`config.mk`:
```
export PLATFORM = sky130hd
export DESIGN_NAME = boundary_scan_signature_count
export DESIGN_NICKNAME = d
export VERILOG_FILES = /design/src/design/bscan_pkg.sv /design/src/design/pin_edge_sync.sv /design/src/design/boundary_scan_signature_count.sv
export SDC_FILE = /design/constraint.sdc
export NUM_CORES = 1
export LEC_CHECK = 0
export ABC_AREA = 1
export BUFFER_PORTS_ARGS = -buffer_cell sky130_fd_sc_hd__buf_2
export CAP_MARGIN = 20
export CORE_UTILIZATION = 25
export CTS_CLUSTER_SIZE = 24
export DETAILED_ROUTE_END_ITERATION = 6
export GPL_ROUTABILITY_DRIVEN = 0
export PLACE_DENSITY_LB_ADDON = 0.3
export SETUP_SLACK_MARGIN = 0.05
export SYNTH_ARGS = -nofsm -noshare
export SYNTH_HDL_FRONTEND = slang
export SYNTH_SLANG_ARGS = --single-unit
```
`constraint.sdc`:
```
create_clock -name core_clk_i -period 1.9 [get_ports core_clk_i]
set_input_delay 0.285 -clock core_clk_i [delete_from_list [all_inputs] [get_ports core_clk_i]]
set_output_delay 0.285 -clock core_clk_i [all_outputs]
set_load 0.05 [all_outputs]
```
`src/design/bscan_pkg.sv`:
```
package bscan_pkg;

    // Widths and counts
    localparam int IR_W = 8;
    localparam int SEL_W = 3;
    localparam int CELLS = 18;
    localparam int CHAIN_W = 2 * CELLS;
    localparam int SYNC_W = 8;

    // Signature feedback tap, x^18 + x^11 + 1
    localparam int SIG_TAP = 10;

    // Instruction codes
    localparam logic [7:0] IR_CAPTURE = 8'h81;
    localparam logic [7:0] OP_BYPASS = 8'hFF;
    localparam logic [7:0] OP_CHAIN_SCAN = 8'h02;
    localparam logic [7:0] OP_RUN_TEST = 8'h09;
    localparam logic [7:0] OP_SELECTOR_SCAN = 8'h0E;

    // Test operation selector
    localparam logic [2:0] SEL_SIG_COUNT = 3'h7;
    localparam logic [2:0] SEL_RESET = 3'h0;

    // Data register selection
    localparam logic [1:0] DR_BYPASS = 2'h0;
    localparam logic [1:0] DR_CHAIN = 2'h1;
    localparam logic [1:0] DR_SELECTOR = 2'h2;

    // Positions inside the synchronised pin vector
    localparam int PIN_TCK = 0;
    localparam int PIN_TMS = 1;
    localparam int PIN_TDI = 2;
    localparam int PIN_L1A = 3;
    localparam int PIN_L1B = 4;
    localparam int PIN_L2A = 5;
    localparam int PIN_L2B = 6;
    localparam int PIN_SPARE = 7;

    typedef enum logic [3:0] {
        TEST_RESET, RUN_IDLE, SEL_DR, CAP_DR, SHIFT_DR, EXIT1_DR, PAUSE_DR, EXIT2_DR,
        UPD_DR, SEL_IR, CAP_IR, SHIFT_IR, EXIT1_IR, PAUSE_IR, EXIT2_IR, UPD_IR
    } tap_state_t;

endpackage

```
`src/design/pin_edge_sync.sv`:
```
`timescale 1ns/10ps
module pin_edge_sync #(
    parameter int W = 8,
    parameter int CLK_BIT = 0
) (
    input wire logic core_clk_i,
    input wire logic nrst_i,
    input wire logic ce_i,
    input wire logic [W-1:0] pin_i,
    output logic [W-1:0] sync_o,
    output logic rise_o,
    output logic fall_o
);
    logic [W-1:0] meta_r;
    logic [W-1:0] sync_r;
    logic clk_last_r;
    logic [W-1:0] meta_nxt;
    logic [W-1:0] sync_nxt;
    logic clk_last_nxt;

    ////////////////////////////////////////////////////////////////
    // Two-stage capture, then edge detect on the second stage
    always_comb begin
        meta_nxt = pin_i;
        sync_nxt = meta_r;
        clk_last_nxt = sync_r[CLK_BIT];
    end

    always_ff @(posedge core_clk_i) begin
        if (!nrst_i) begin
            meta_r <= '0;
            sync_r <= '0;
            clk_last_r <= 1'b0;
        end else if (ce_i) begin
            meta_r <= meta_nxt;
            sync_r <= sync_nxt;
            clk_last_r <= clk_last_nxt;
        end
    end

    assign sync_o = sync_r;
    assign rise_o = sync_r[CLK_BIT] & ~clk_last_r;
    assign fall_o = ~sync_r[CLK_BIT] & clk_last_r;
endmodule

```
`src/design/boundary_scan_signature_count.sv`:
```
// What this block does
// - In signature-count mode, input cells compact pin data into 18-bit signature per rise.
// - Output cells concurrently form an 18-bit binary up-count each rising test-clock edge.
// - Each falling edge copies the count into holding latches driven onto output pins.
// - All test state changes only on a test-clock edge.
// - Test data in, mode select and function inputs are sampled on rising edges.
// - Test data out and function outputs change only on falling edges.
// - Instruction register is 8 bits and captures 10000001 leaving Capture-IR.
// - Entering a shift state enables the data-out driver on the falling edge.
// - One bit shifts per rising edge in shift states, last one leaving to Exit1.
// - The falling edge in Exit1-IR or Exit1-DR releases the data-out driver.
// - The shifted instruction moves into the active latch on the Update-IR falling edge.
// - Instruction 11111111 decodes as bypass.
// - Bypass register loads 0 on the rising edge leaving Capture-DR.
// - Selected data register updates on the Update-DR falling edge.
// - Signature-count mode is selected when selector bits 2 to 0 hold 111.
// - The operation runs only with run-test instruction active in Run-Test/Idle.
// - Unless both lanes share one flow direction, the test operation is not run.
`timescale 1ns/10ps
module boundary_scan_signature_count (
    input wire logic core_clk_i,
    input wire logic nrst_i,
    input wire logic ce_i,
    input wire logic tck_i,
    input wire logic tms_i,
    input wire logic tdi_i,
    input wire logic lane1_a_output_enable_i,
    input wire logic lane1_b_output_enable_i,
    input wire logic lane2_a_output_enable_i,
    input wire logic lane2_b_output_enable_i,
    input wire logic [17:0] data_in_i,
    output logic tdo_o,
    output logic tdo_oe_o,
    output logic [17:0] data_out_o
);
    localparam int N = bscan_pkg::CELLS;

    logic [bscan_pkg::SYNC_W-1:0] pins_s;
    logic [N-1:0] din_meta_r;
    logic [N-1:0] din_s_r;
    logic tck_rise;
    logic tck_fall;
    logic adv;
    logic fal;
    logic lanes_ok;
    logic run_ok;

    bscan_pkg::tap_state_t state_r, state_nxt;
    logic [7:0] ir_sh_r, ir_sh_nxt;
    logic [7:0] ir_r, ir_nxt;
    logic bypass_r, bypass_nxt;
    logic [2:0] sel_sh_r, sel_sh_nxt;
    logic [2:0] sel_r, sel_nxt;
    logic [bscan_pkg::CHAIN_W-1:0] chain_r, chain_nxt;
    logic [N-1:0] latch_r, latch_nxt;
    logic tdo_r, tdo_nxt;
    logic tdo_oe_r, tdo_oe_nxt;

    ////////////////////////////////////////////////////////////////
    // Helpers
    function automatic bscan_pkg::tap_state_t tap_next(bscan_pkg::tap_state_t s, logic tms);
        case (s)
            bscan_pkg::TEST_RESET: tap_next = tms ? bscan_pkg::TEST_RESET : bscan_pkg::RUN_IDLE;
            bscan_pkg::RUN_IDLE: tap_next = tms ? bscan_pkg::SEL_DR : bscan_pkg::RUN_IDLE;
            bscan_pkg::SEL_DR: tap_next = tms ? bscan_pkg::SEL_IR : bscan_pkg::CAP_DR;
            bscan_pkg::CAP_DR: tap_next = tms ? bscan_pkg::EXIT1_DR : bscan_pkg::SHIFT_DR;
            bscan_pkg::SHIFT_DR: tap_next = tms ? bscan_pkg::EXIT1_DR : bscan_pkg::SHIFT_DR;
            bscan_pkg::EXIT1_DR: tap_next = tms ? bscan_pkg::UPD_DR : bscan_pkg::PAUSE_DR;
            bscan_pkg::PAUSE_DR: tap_next = tms ? bscan_pkg::EXIT2_DR : bscan_pkg::PAUSE_DR;
            bscan_pkg::EXIT2_DR: tap_next = tms ? bscan_pkg::UPD_DR : bscan_pkg::SHIFT_DR;
            bscan_pkg::UPD_DR: tap_next = tms ? bscan_pkg::SEL_DR : bscan_pkg::RUN_IDLE;
            bscan_pkg::SEL_IR: tap_next = tms ? bscan_pkg::TEST_RESET : bscan_pkg::CAP_IR;
            bscan_pkg::CAP_IR: tap_next = tms ? bscan_pkg::EXIT1_IR : bscan_pkg::SHIFT_IR;
            bscan_pkg::SHIFT_IR: tap_next = tms ? bscan_pkg::EXIT1_IR : bscan_pkg::SHIFT_IR;
            bscan_pkg::EXIT1_IR: tap_next = tms ? bscan_pkg::UPD_IR : bscan_pkg::PAUSE_IR;
            bscan_pkg::PAUSE_IR: tap_next = tms ? bscan_pkg::EXIT2_IR : bscan_pkg::PAUSE_IR;
            bscan_pkg::EXIT2_IR: tap_next = tms ? bscan_pkg::UPD_IR : bscan_pkg::SHIFT_IR;
            bscan_pkg::UPD_IR: tap_next = tms ? bscan_pkg::SEL_DR : bscan_pkg::RUN_IDLE;
            default: tap_next = bscan_pkg::TEST_RESET;
        endcase
    endfunction

    function automatic logic [1:0] dr_select(logic [7:0] ir);
        case (ir)
            bscan_pkg::OP_CHAIN_SCAN: dr_select = bscan_pkg::DR_CHAIN;
            bscan_pkg::OP_SELECTOR_SCAN: dr_select = bscan_pkg::DR_SELECTOR;
            default: dr_select = bscan_pkg::DR_BYPASS;
        endcase
    endfunction

    function automatic logic [N-1:0] sig_step(logic [N-1:0] s, logic [N-1:0] d);
        sig_step = {s[N-2:0], s[N-1] ^ s[bscan_pkg::SIG_TAP]} ^ d;
    endfunction

    ////////////////////////////////////////////////////////////////
    // Pin capture
    // sampled pins
    pin_edge_sync #(.W(bscan_pkg::SYNC_W), .CLK_BIT(bscan_pkg::PIN_TCK)) u_sync (
        .core_clk_i(core_clk_i),
        .nrst_i(nrst_i),
        .ce_i(ce_i),
        .pin_i({1'b0, lane2_b_output_enable_i, lane2_a_output_enable_i,
            lane1_b_output_enable_i, lane1_a_output_enable_i, tdi_i, tms_i, tck_i}),
        .sync_o(pins_s),
        .rise_o(tck_rise),
        .fall_o(tck_fall)
    );

    always_ff @(posedge core_clk_i) begin
        if (!nrst_i) begin
            din_meta_r <= '0;
            din_s_r <= '0;
        end else if (ce_i) begin
            din_meta_r <= data_in_i;
            din_s_r <= din_meta_r;
        end
    end

    assign adv = ce_i & tck_rise;
    assign fal = ce_i & tck_fall;
    assign lanes_ok = (pins_s[bscan_pkg::PIN_L1A] != pins_s[bscan_pkg::PIN_L1B])
        && (pins_s[bscan_pkg::PIN_L2A] != pins_s[bscan_pkg::PIN_L2B])
        && (pins_s[bscan_pkg::PIN_L1A] == pins_s[bscan_pkg::PIN_L2A]);
    assign run_ok = (state_r == bscan_pkg::RUN_IDLE) && (ir_r == bscan_pkg::OP_RUN_TEST)
        && (sel_r == bscan_pkg::SEL_SIG_COUNT) && lanes_ok;

    ////////////////////////////////////////////////////////////////
    // Controller and instruction
    always_comb begin
        state_nxt = state_r;
        ir_sh_nxt = ir_sh_r;
        ir_nxt = ir_r;
        if (adv) begin
            state_nxt = tap_next(state_r, pins_s[bscan_pkg::PIN_TMS]);
            if (state_r == bscan_pkg::CAP_IR)
                ir_sh_nxt = bscan_pkg::IR_CAPTURE;
            else if (state_r == bscan_pkg::SHIFT_IR)
                ir_sh_nxt = {pins_s[bscan_pkg::PIN_TDI], ir_sh_r[7:1]};
        end
        if (fal) begin
            if (state_r == bscan_pkg::UPD_IR)
                ir_nxt = ir_sh_r;
            else if (state_r == bscan_pkg::TEST_RESET)
                ir_nxt = bscan_pkg::OP_BYPASS;
        end
    end

    always_ff @(posedge core_clk_i) begin
        if (!nrst_i) begin
            state_r <= bscan_pkg::TEST_RESET;
            ir_sh_r <= bscan_pkg::IR_CAPTURE;
            ir_r <= bscan_pkg::OP_BYPASS;
        end else begin
            state_r <= state_nxt;
            ir_sh_r <= ir_sh_nxt;
            ir_r <= ir_nxt;
        end
    end

    ////////////////////////////////////////////////////////////////
    // Data registers, cells and pins
    always_comb begin
        bypass_nxt = bypass_r;
        sel_sh_nxt = sel_sh_r;
        sel_nxt = sel_r;
        chain_nxt = chain_r;
        latch_nxt = latch_r;
        tdo_nxt = tdo_r;
        tdo_oe_nxt = tdo_oe_r;
        if (adv) begin
            case (state_r)
                bscan_pkg::CAP_DR: begin
                    if (dr_select(ir_r) == bscan_pkg::DR_BYPASS)
                        bypass_nxt = 1'b0;
                    else if (dr_select(ir_r) == bscan_pkg::DR_CHAIN)
                        chain_nxt[2*N-1:N] = din_s_r;
                end
                bscan_pkg::SHIFT_DR: begin
                    case (dr_select(ir_r))
                        bscan_pkg::DR_CHAIN:
                            chain_nxt = {pins_s[bscan_pkg::PIN_TDI], chain_r[2*N-1:1]};
                        bscan_pkg::DR_SELECTOR:
                            sel_sh_nxt = {pins_s[bscan_pkg::PIN_TDI], sel_sh_r[2:1]};
                        default: bypass_nxt = pins_s[bscan_pkg::PIN_TDI];
                    endcase
                end
                bscan_pkg::RUN_IDLE: begin
                    if (run_ok) begin
                        chain_nxt[2*N-1:N] = sig_step(chain_r[2*N-1:N], din_s_r);
                        chain_nxt[N-1:0] = chain_r[N-1:0] + 18'h00001;
                    end
                end
                default: begin
                end
            endcase
        end
        if (fal) begin
            tdo_oe_nxt = (state_r == bscan_pkg::SHIFT_IR) || (state_r == bscan_pkg::SHIFT_DR);
            case (state_r)
                bscan_pkg::SHIFT_IR: tdo_nxt = ir_sh_r[0];
                bscan_pkg::SHIFT_DR: begin
                    case (dr_select(ir_r))
                        bscan_pkg::DR_CHAIN: tdo_nxt = chain_r[0];
                        bscan_pkg::DR_SELECTOR: tdo_nxt = sel_sh_r[0];
                        default: tdo_nxt = bypass_r;
                    endcase
                end
                default: tdo_nxt = tdo_r;
            endcase
            if (state_r == bscan_pkg::UPD_DR) begin
                if (dr_select(ir_r) == bscan_pkg::DR_SELECTOR)
                    sel_nxt = sel_sh_r;
                else if (dr_select(ir_r) == bscan_pkg::DR_CHAIN)
                    latch_nxt = chain_r[N-1:0];
            end
            if (run_ok)
                latch_nxt = chain_r[N-1:0];
        end
    end

    always_ff @(posedge core_clk_i) begin
        if (!nrst_i) begin
            bypass_r <= 1'b0;
            sel_sh_r <= bscan_pkg::SEL_RESET;
            sel_r <= bscan_pkg::SEL_RESET;
            chain_r <= '0;
            latch_r <= '0;
            tdo_r <= 1'b0;
            tdo_oe_r <= 1'b0;
        end else begin
            bypass_r <= bypass_nxt;
            sel_sh_r <= sel_sh_nxt;
            sel_r <= sel_nxt;
            chain_r <= chain_nxt;
            latch_r <= latch_nxt;
            tdo_r <= tdo_nxt;
            tdo_oe_r <= tdo_oe_nxt;
        end
    end

    assign tdo_o = tdo_r;
    assign tdo_oe_o = tdo_oe_r;
    assign data_out_o = latch_r;
endmodule

```
==> impl_results.md, run 1 <==
- Min-Delay Path Class: input port to flip-flop
- Tot Pwr: 6.70 mW
- Number of iterations in the first detailed-routing pass: 6
- Via count: 6017
- Hold-critical path depth: 3
- Max-cap violations: 0
- Clk sink count: ~130
- WL/cell: about 13 um
- Die area: approximately 26000 um^2
- Slowest CP cell: dfxtp_2
- Area Overhead vs Synth: 28.3%
- Register-to-Register Path Depth: 13
- Nature of the critical path endpoint: flip-flop
- Commonest non-fill, non-tap cell in the layout: nand2_1
- Met3 wire len: approximately 760 um
- Highest Signal Layer: met4
- CTS tree: built
- Site Rows: slightly below 60
- Reg2reg setup slack: -160 ps
- Clock Latency Late Sink: ~430 ps
- PwrDens: 816 nW/um^2
- F_max: 484 MHz
- Cell count after placement: approximately 1300
- Die height: 162 um
- Synth cell types: 37
- DP HPWL: 10700 um
- Worst Setup EP: chain_r[19]
- Slew HR: roughly 56%
- Clock tree buffer depth: 2
- Dpl ws: -166 ps
- Clock transition at path regs: 70 ps
- Max Clock Skew: about 11 ps
- Total negative setup slack: -3750 ps
- RR Endpoint: chain_r[19]
- Routed WL: 16900 um
- Starting density of the core: about a quarter
- Post-synth net total: slightly below 1000
- I/O pin total: 48
- Core area: approximately 25000 um^2
- # port buffers: between 40 and 50
- Final Max Slew Viols: 0
- Largest net degree at the start of global routing: 109
- Ys Warns: 0
- Share of cells above drive strength 1: a little under a fifth
- Syn Inst Count: 933
- Min Tclk post-route: ~2100 ps
- Final Setup Violations: 38
- CP Cell Sequence: inv_2 -> nor2_2 -> inv_2 -> nor4_4 -> inv_2 -> ha_2 -> o211ai_1 -> nand3_1 -> nor2_4 -> clkbuf_16 -> nand2_1 -> nand2_1 -> nor2_1
- Iteration-0 DRC Markers: roughly 390
- Reg2reg start: ir_r[1]
- # nets final: between 1000 and 1500
- Worst Tran Pin Value: between 600 and 700 ps
- Synthesis-stage register bit count: around 130
- Period utilisation layout: 109%
- Worst-path fanout max: 8
- Synthesized area: between 6000 and 7000 um^2
- Unrepaired setup endpoints after global routing: true
- Final cell count without fillers: 1350
- Placement Cell Area: slightly above 7000 um^2
- Grt total ovfl: 0
- Peak VDD IR: just under 0.0005 V
- Post-route worst setup slack: -165 ps
- Status: finished with violations
- CTS H-tree lvls: 4
- Root Buffer: clkbuf_16
- GRT Total Usage: a little over an eighth
- Vias per inst: 4.46
- Antenna Nets Post-Route: 0
- # diodes: 0
- Remaining DRCs: 0
- M1 WL: around 8500 um
- WP data required: about 2200 ps
- Design Area, Final: between 8000 and 9000 um^2
- Crit. Startpoint: ir_r[1]
- WS Path Type: flip-flop to flip-flop
- CP arrival: 2390 ps
- Most used cell, CP: inv_2
- Final Hold Vio Count: 0
- DR WL met2: approximately 7400 um
- Sequential fraction of the synthesis area: 41.9%
- Initial antenna violation count: 0
- Syn Area/Cell: a little under 7 um^2
- Max incr delay on CP: 330 ps
- Die X: between 150 and 200 um
- Leakage power: around 3.5 nW
- CP Launch Type: flip-flop
- First-pass GRT wire length: approximately 28000 um
- Violated checks: negative setup slack
- CTS buffer count: 17
- Leading cell types in the layout, fill and taps excluded: nand2_1, dfxtp_1, nor2_1, o21ai_0, inv_1
- Vias in the first global route: 5604
## critical path, delay by kind of cell, from the launching register on
family,cells,cell delay [ps]
buf+inv,4,380
fa+ha+maj,1,190
flops,1,330
compound gates,1,230
simple gates,7,820
## logic make-up (layout without fill, tap and decap cells)
group / count (synthesis) / count (layout) / synth area share (%)
DFF: 134 / 134 / 41.9
adders and majority gates: 4 / 4 / 0.782
buffers and inverters: 157 / 244 / 10.2
xor gates and xnor gates: 21 / 21 / 2.87
and+or+nand+nor: 381 / 381 / 24.8
AOI/OAI and AO/OA: 236 / 236 / 19.4
## area by class of cell
class | count | area (um^2)
clock buffer | 17 | 425
clock inverter | 15 | 181
fill | 2738 | 16900
inverter | 114 | 433
multi-input combinational | 642 | 3220
sequential | 134 | 2690
tap | 330 | 413
timing repair buffer | 98 | 853
## per-layer routing
layer,track usage (%),up-vias
li1,-,3160
met1,18.1,2706
met2,20.1,137
met3,2.89,14
met4,4.72,0
met5,0,-
## stage by stage
| step | hold WS [ps] | util, % |
|---|---|---|
| floorplan | 420 | - |
| CTS | 48.9 | 31.8 |
| detailed placement | 465 | 28.8 |
| global placement | 459 | 28.8 |
| finish | 66.2 | 32.7 |
| global route | 58.8 | 32.7 |
## flip-flops by register name, indices dropped and copies added (netlist names)
name               cells
u_sync.clk_last_r      1
u_sync.meta_r          7
ir_sh_r                8
din_meta_r            18
sel_sh_r               3
tdo_o                  1
din_s_r               18
bypass_r               1
ir_r                   8
state_r                4
data_out_o            18
chain_r               36
sel_r                  3
tdo_oe_o               1
u_sync.sync_o          7
## synthesized netlist by cell type
cell / n / area share (%)
xor2_1: 21 / 2.9
o2111ai_1: 1 / 0.14
and2_1: 1 / 0.098
o211ai_1: 1 / 0.12
nand2_1: 192 / 11
or2_2: 1 / 0.098
ha_1: 4 / 0.78
a211oi_1: 1 / 0.12
a221oi_1: 1 / 0.14
nand4_1: 4 / 0.39
nand3_1: 21 / 1.6
nor3_2: 1 / 0.16
a21oi_1: 97 / 7.6
nor2_2: 5 / 0.49
nand2_2: 4 / 0.39
clkbuf_1: 22 / 1.3
buf_1: 5 / 0.29
inv_2: 8 / 0.47
nand4_4: 1 / 0.33
nor2_1: 132 / 7.7
nor2_4: 4 / 0.70
dfxtp_1: 134 / 42
inv_1: 105 / 6.2
nand3b_1: 1 / 0.12
clkinv_1: 1 / 0.059
nor3_4: 1 / 0.25
buf_6: 5 / 0.88
o22ai_1: 24 / 2.3
o221ai_1: 1 / 0.14
buf_4: 4 / 0.47
nor3_1: 9 / 0.70
a21oi_4: 1 / 0.25
nand3_2: 1 / 0.16
buf_2: 7 / 0.55
a31oi_1: 3 / 0.29
o21ai_0: 106 / 8.3
nor4_1: 3 / 0.29
## repair_timing
item	in CTS	in global routing
setup buffers	1	5
hold buffers	0	0
gates resized for setup	22	25
gates cloned	2	4
pin swaps	9	5
setup endpoints to repair	60	62
## where the power goes
part | leakage [nW] | internal (mW) | switching, mW
Sequential | 1.09 | 2.89 | 0.0427
Combinational | 2.08 | 0.141 | 0.242
Clock | 0.295 | 1.89 | 1.50
## how the worst min path moves through the flow
stage,to,from
final,din_meta_r[1],data_in_i[1]
after global routing,din_meta_r[9],data_in_i[9]
after CTS,din_meta_r[1],data_in_i[1]
after detailed placement,u_sync.sync_o[6],u_sync.meta_r[6]
after global placement,sel_r[2],sel_sh_r[2]
after floorplan,din_meta_r[11],data_in_i[11]
Note: power is estimated with default switching activity, not from simulation.
==> run 2: changes to the inputs <==
CORE_UTILIZATION = 53   (was 25)
==> run 2 against run 1 <==
  * The flow still finishes with violations (negative setup slack)
  * Critical endpoint is now chain_r[32]
  * Clock power fell by 8.0%
  * Clock skew rose by 2.3 ps
  * Global-route usage rose by 12 points
  * Sequential share of layout area rose by 0.96 points
  * Critical path type unchanged
  * Flip-flop and latch count did not move
  * Core utilization rose by 36 points
==> impl_results.md, run 2 (synthesis results as in run 1) <==
- # port buffers: 47 (unchanged)
- Final Hold Vio Count: 0 (unchanged)
- Nature of the critical path endpoint: flip-flop
- Min Tclk post-route: 2050 ps (-16.8 ps)
- PwrDens: 808 nW/um^2 (-0.98%)
- CTS H-tree lvls: 4 (unchanged)
- # nets final: 1040 (+0.096%)
- Root Buffer: clkbuf_16
- CP Cell Sequence: nor2_1 -> nand2_1 -> nor4_4 -> ha_2 -> inv_2 -> o211ai_1 -> nand3_1 -> nor2_4 -> buf_12 -> nand2_1 -> nand2_1 -> nor2_1
- WL/cell: 13.8 um (+11%)
- Area Overhead vs Synth: 24.7%
- Die X: 112 um (-31%)
- Worst Tran Pin Value: 596 ps (-63.7 ps)
- Clock Latency Late Sink: 430 ps (about the same)
- Number of iterations in the first detailed-routing pass: 5 (-1)
- # diodes: 0 (unchanged)
- Post-route worst setup slack: -148 ps (+16.8 ps)
- Most used cell, CP: nand2_1
- Via count: 6176 (+2.6%)
- Core area: 11600 um^2 (-54%)
- DP HPWL: 9810 um (-7.9%)
- Share of cells above drive strength 1: 21.5% (+2.8 points)
- CTS buffer count: 17 (unchanged)
- Top delay family on crit path: simple AND/OR/NAND/NOR gates
- GRT Total Usage: 25.5% (+12 points)
- Leakage power: 3.42 nW (-1.2%)
- CTS Hold Bufs: 0 (unchanged)
- Die area: 12500 um^2 (-52%)
- Slew HR: 60.3% (+4.2 points)
- First-pass GRT wire length: 25500 um (-7.9%)
- Final Max Slew Viols: 0 (unchanged)
- Iteration-0 DRC Markers: 402 (+3.9%)
- Die height: 112 um (-31%)
- CTS tree: built
- Final Setup Violations: 50 (+32%)
- Starting density of the core: 55.1% (+30 points)
- Commonest non-fill, non-tap cell in the layout: nand2_1
- Max-cap violations: 0 (unchanged)
- Violated checks: negative setup slack
- Grt total ovfl: 0 (unchanged)
- Placement Cell Area: 6990 um^2 (-3.3%)
- Unrepaired setup endpoints after global routing: true
- Status: finished with violations
- Total negative setup slack: -4330 ps (-584 ps)
- Routed WL: 16100 um (-4.7%)
- Vias in the first global route: 5542 (-1.1%)
- Antenna Nets Post-Route: 0 (unchanged)
- Clock tree buffer depth: 2 (unchanged)
- F_max: 488 MHz (+0.82%)
- Max incr delay on CP: 310 ps (-20 ps)
- WP data required: 2220 ps (about the same)
- CP bufs+invs: 2 (-2)
- Clk sink count: 134 (unchanged)
- CP Launch Type: flip-flop
- Worst-path fanout max: 17 (+9)
- Design Area, Final: 7980 um^2 (-2.9%)
- I/O pin total: 48 (unchanged)
- Register bank with the most flops: chain_r
- Peak VDD IR: 0.000876 V (+78%)
- Site Rows: 39 (-33%)
- Period utilisation layout: 108% (-0.88 points)
- Max Clock Skew: 13.7 ps (+2.26 ps)
- Vias per inst: 5.31 (+19%)
- Final Core Density: 68.7% (+36 points)
- Slowest CP cell: dfxtp_1
- Clock transition at path regs: 60 ps (about the same)
- Min-Delay Path Class: input port to flip-flop
- CP arrival: 2370 ps (-20 ps)
- Initial antenna violation count: 0 (unchanged)
- Largest net degree at the start of global routing: 67 (-39%)
- Leading cell types in the layout, fill and taps excluded: nand2_1, dfxtp_1, nor2_1, inv_1, o21ai_0
- WS Path Type: flip-flop to flip-flop
- Remaining DRCs: 0 (unchanged)
- Max reg flops: 36 (unchanged)
-- run 2: power breakdown --
group          switching [mW]  internal [mW]
sequential             0.0445           2.89
combinational           0.247          0.143
clock                    1.19           1.93
-- run 2: final cells by class --
cell class	instances	area, um^2
Inverter	114	433
Timing Repair Buffer	99	776
Fill cell	968	3640
Sequential cell	134	2690
Multi-Input combinational cell	642	3340
Clock inverter	7	68.8
Clock buffer	25	495
Tap cell	143	179
-- run 2: per-layer routing --
layer  vias up  GRT usage, %  routed length [um]
met2       194          40.2                7620
met3        39          6.59                 962
li1       3161             -                   -
met4         0          11.8                 436
met1      2782          32.5                7070
met5         -             0                   0
-- run 2: through the flow --
step / hold slack [ps] / total power [mW] / setup slack, ps / cells
2_1_floorplan: 420 / 3.25 / -86.1 / 933
3_3_place_gp: 456 / 3.35 / -66.7 / 1123
3_5_place_dp: 459 / 3.36 / -204 / 1123
4_1_cts: 70.9 / 6.47 / -133 / 1158
5_1_grt: 77.2 / 6.67 / -273 / 1164
6_report: 79.1 / 6.44 / -148 / 1164
-- run 2: timing repair --
item	CTS	global route
cloned	0	4
endpoints found under the hold margin	0	0
pin swaps	19	15
setup buffers	3	2
setup endpoints to repair	62	64
resized for setup	49	41
-- run 2: worst paths after layout --
| kind | cells after the start | endpoint | slack (ps) | start |
|---|---|---|---|---|
| max | 12 | chain_r[32] | -150 | ir_r[7] |
| min | 3 | din_meta_r[12] | 80 | data_in_i[12] |
| max reg2reg | 12 | chain_r[32] | -150 | ir_r[7] |
| min reg2reg | 2 | tdo_oe_o | 460 | tdo_oe_o |
-- run 2: worst min-delay path, delay by kind of cell --
family,cells,cell delay [ps]
simple gates,2,110
buf+inv,1,70
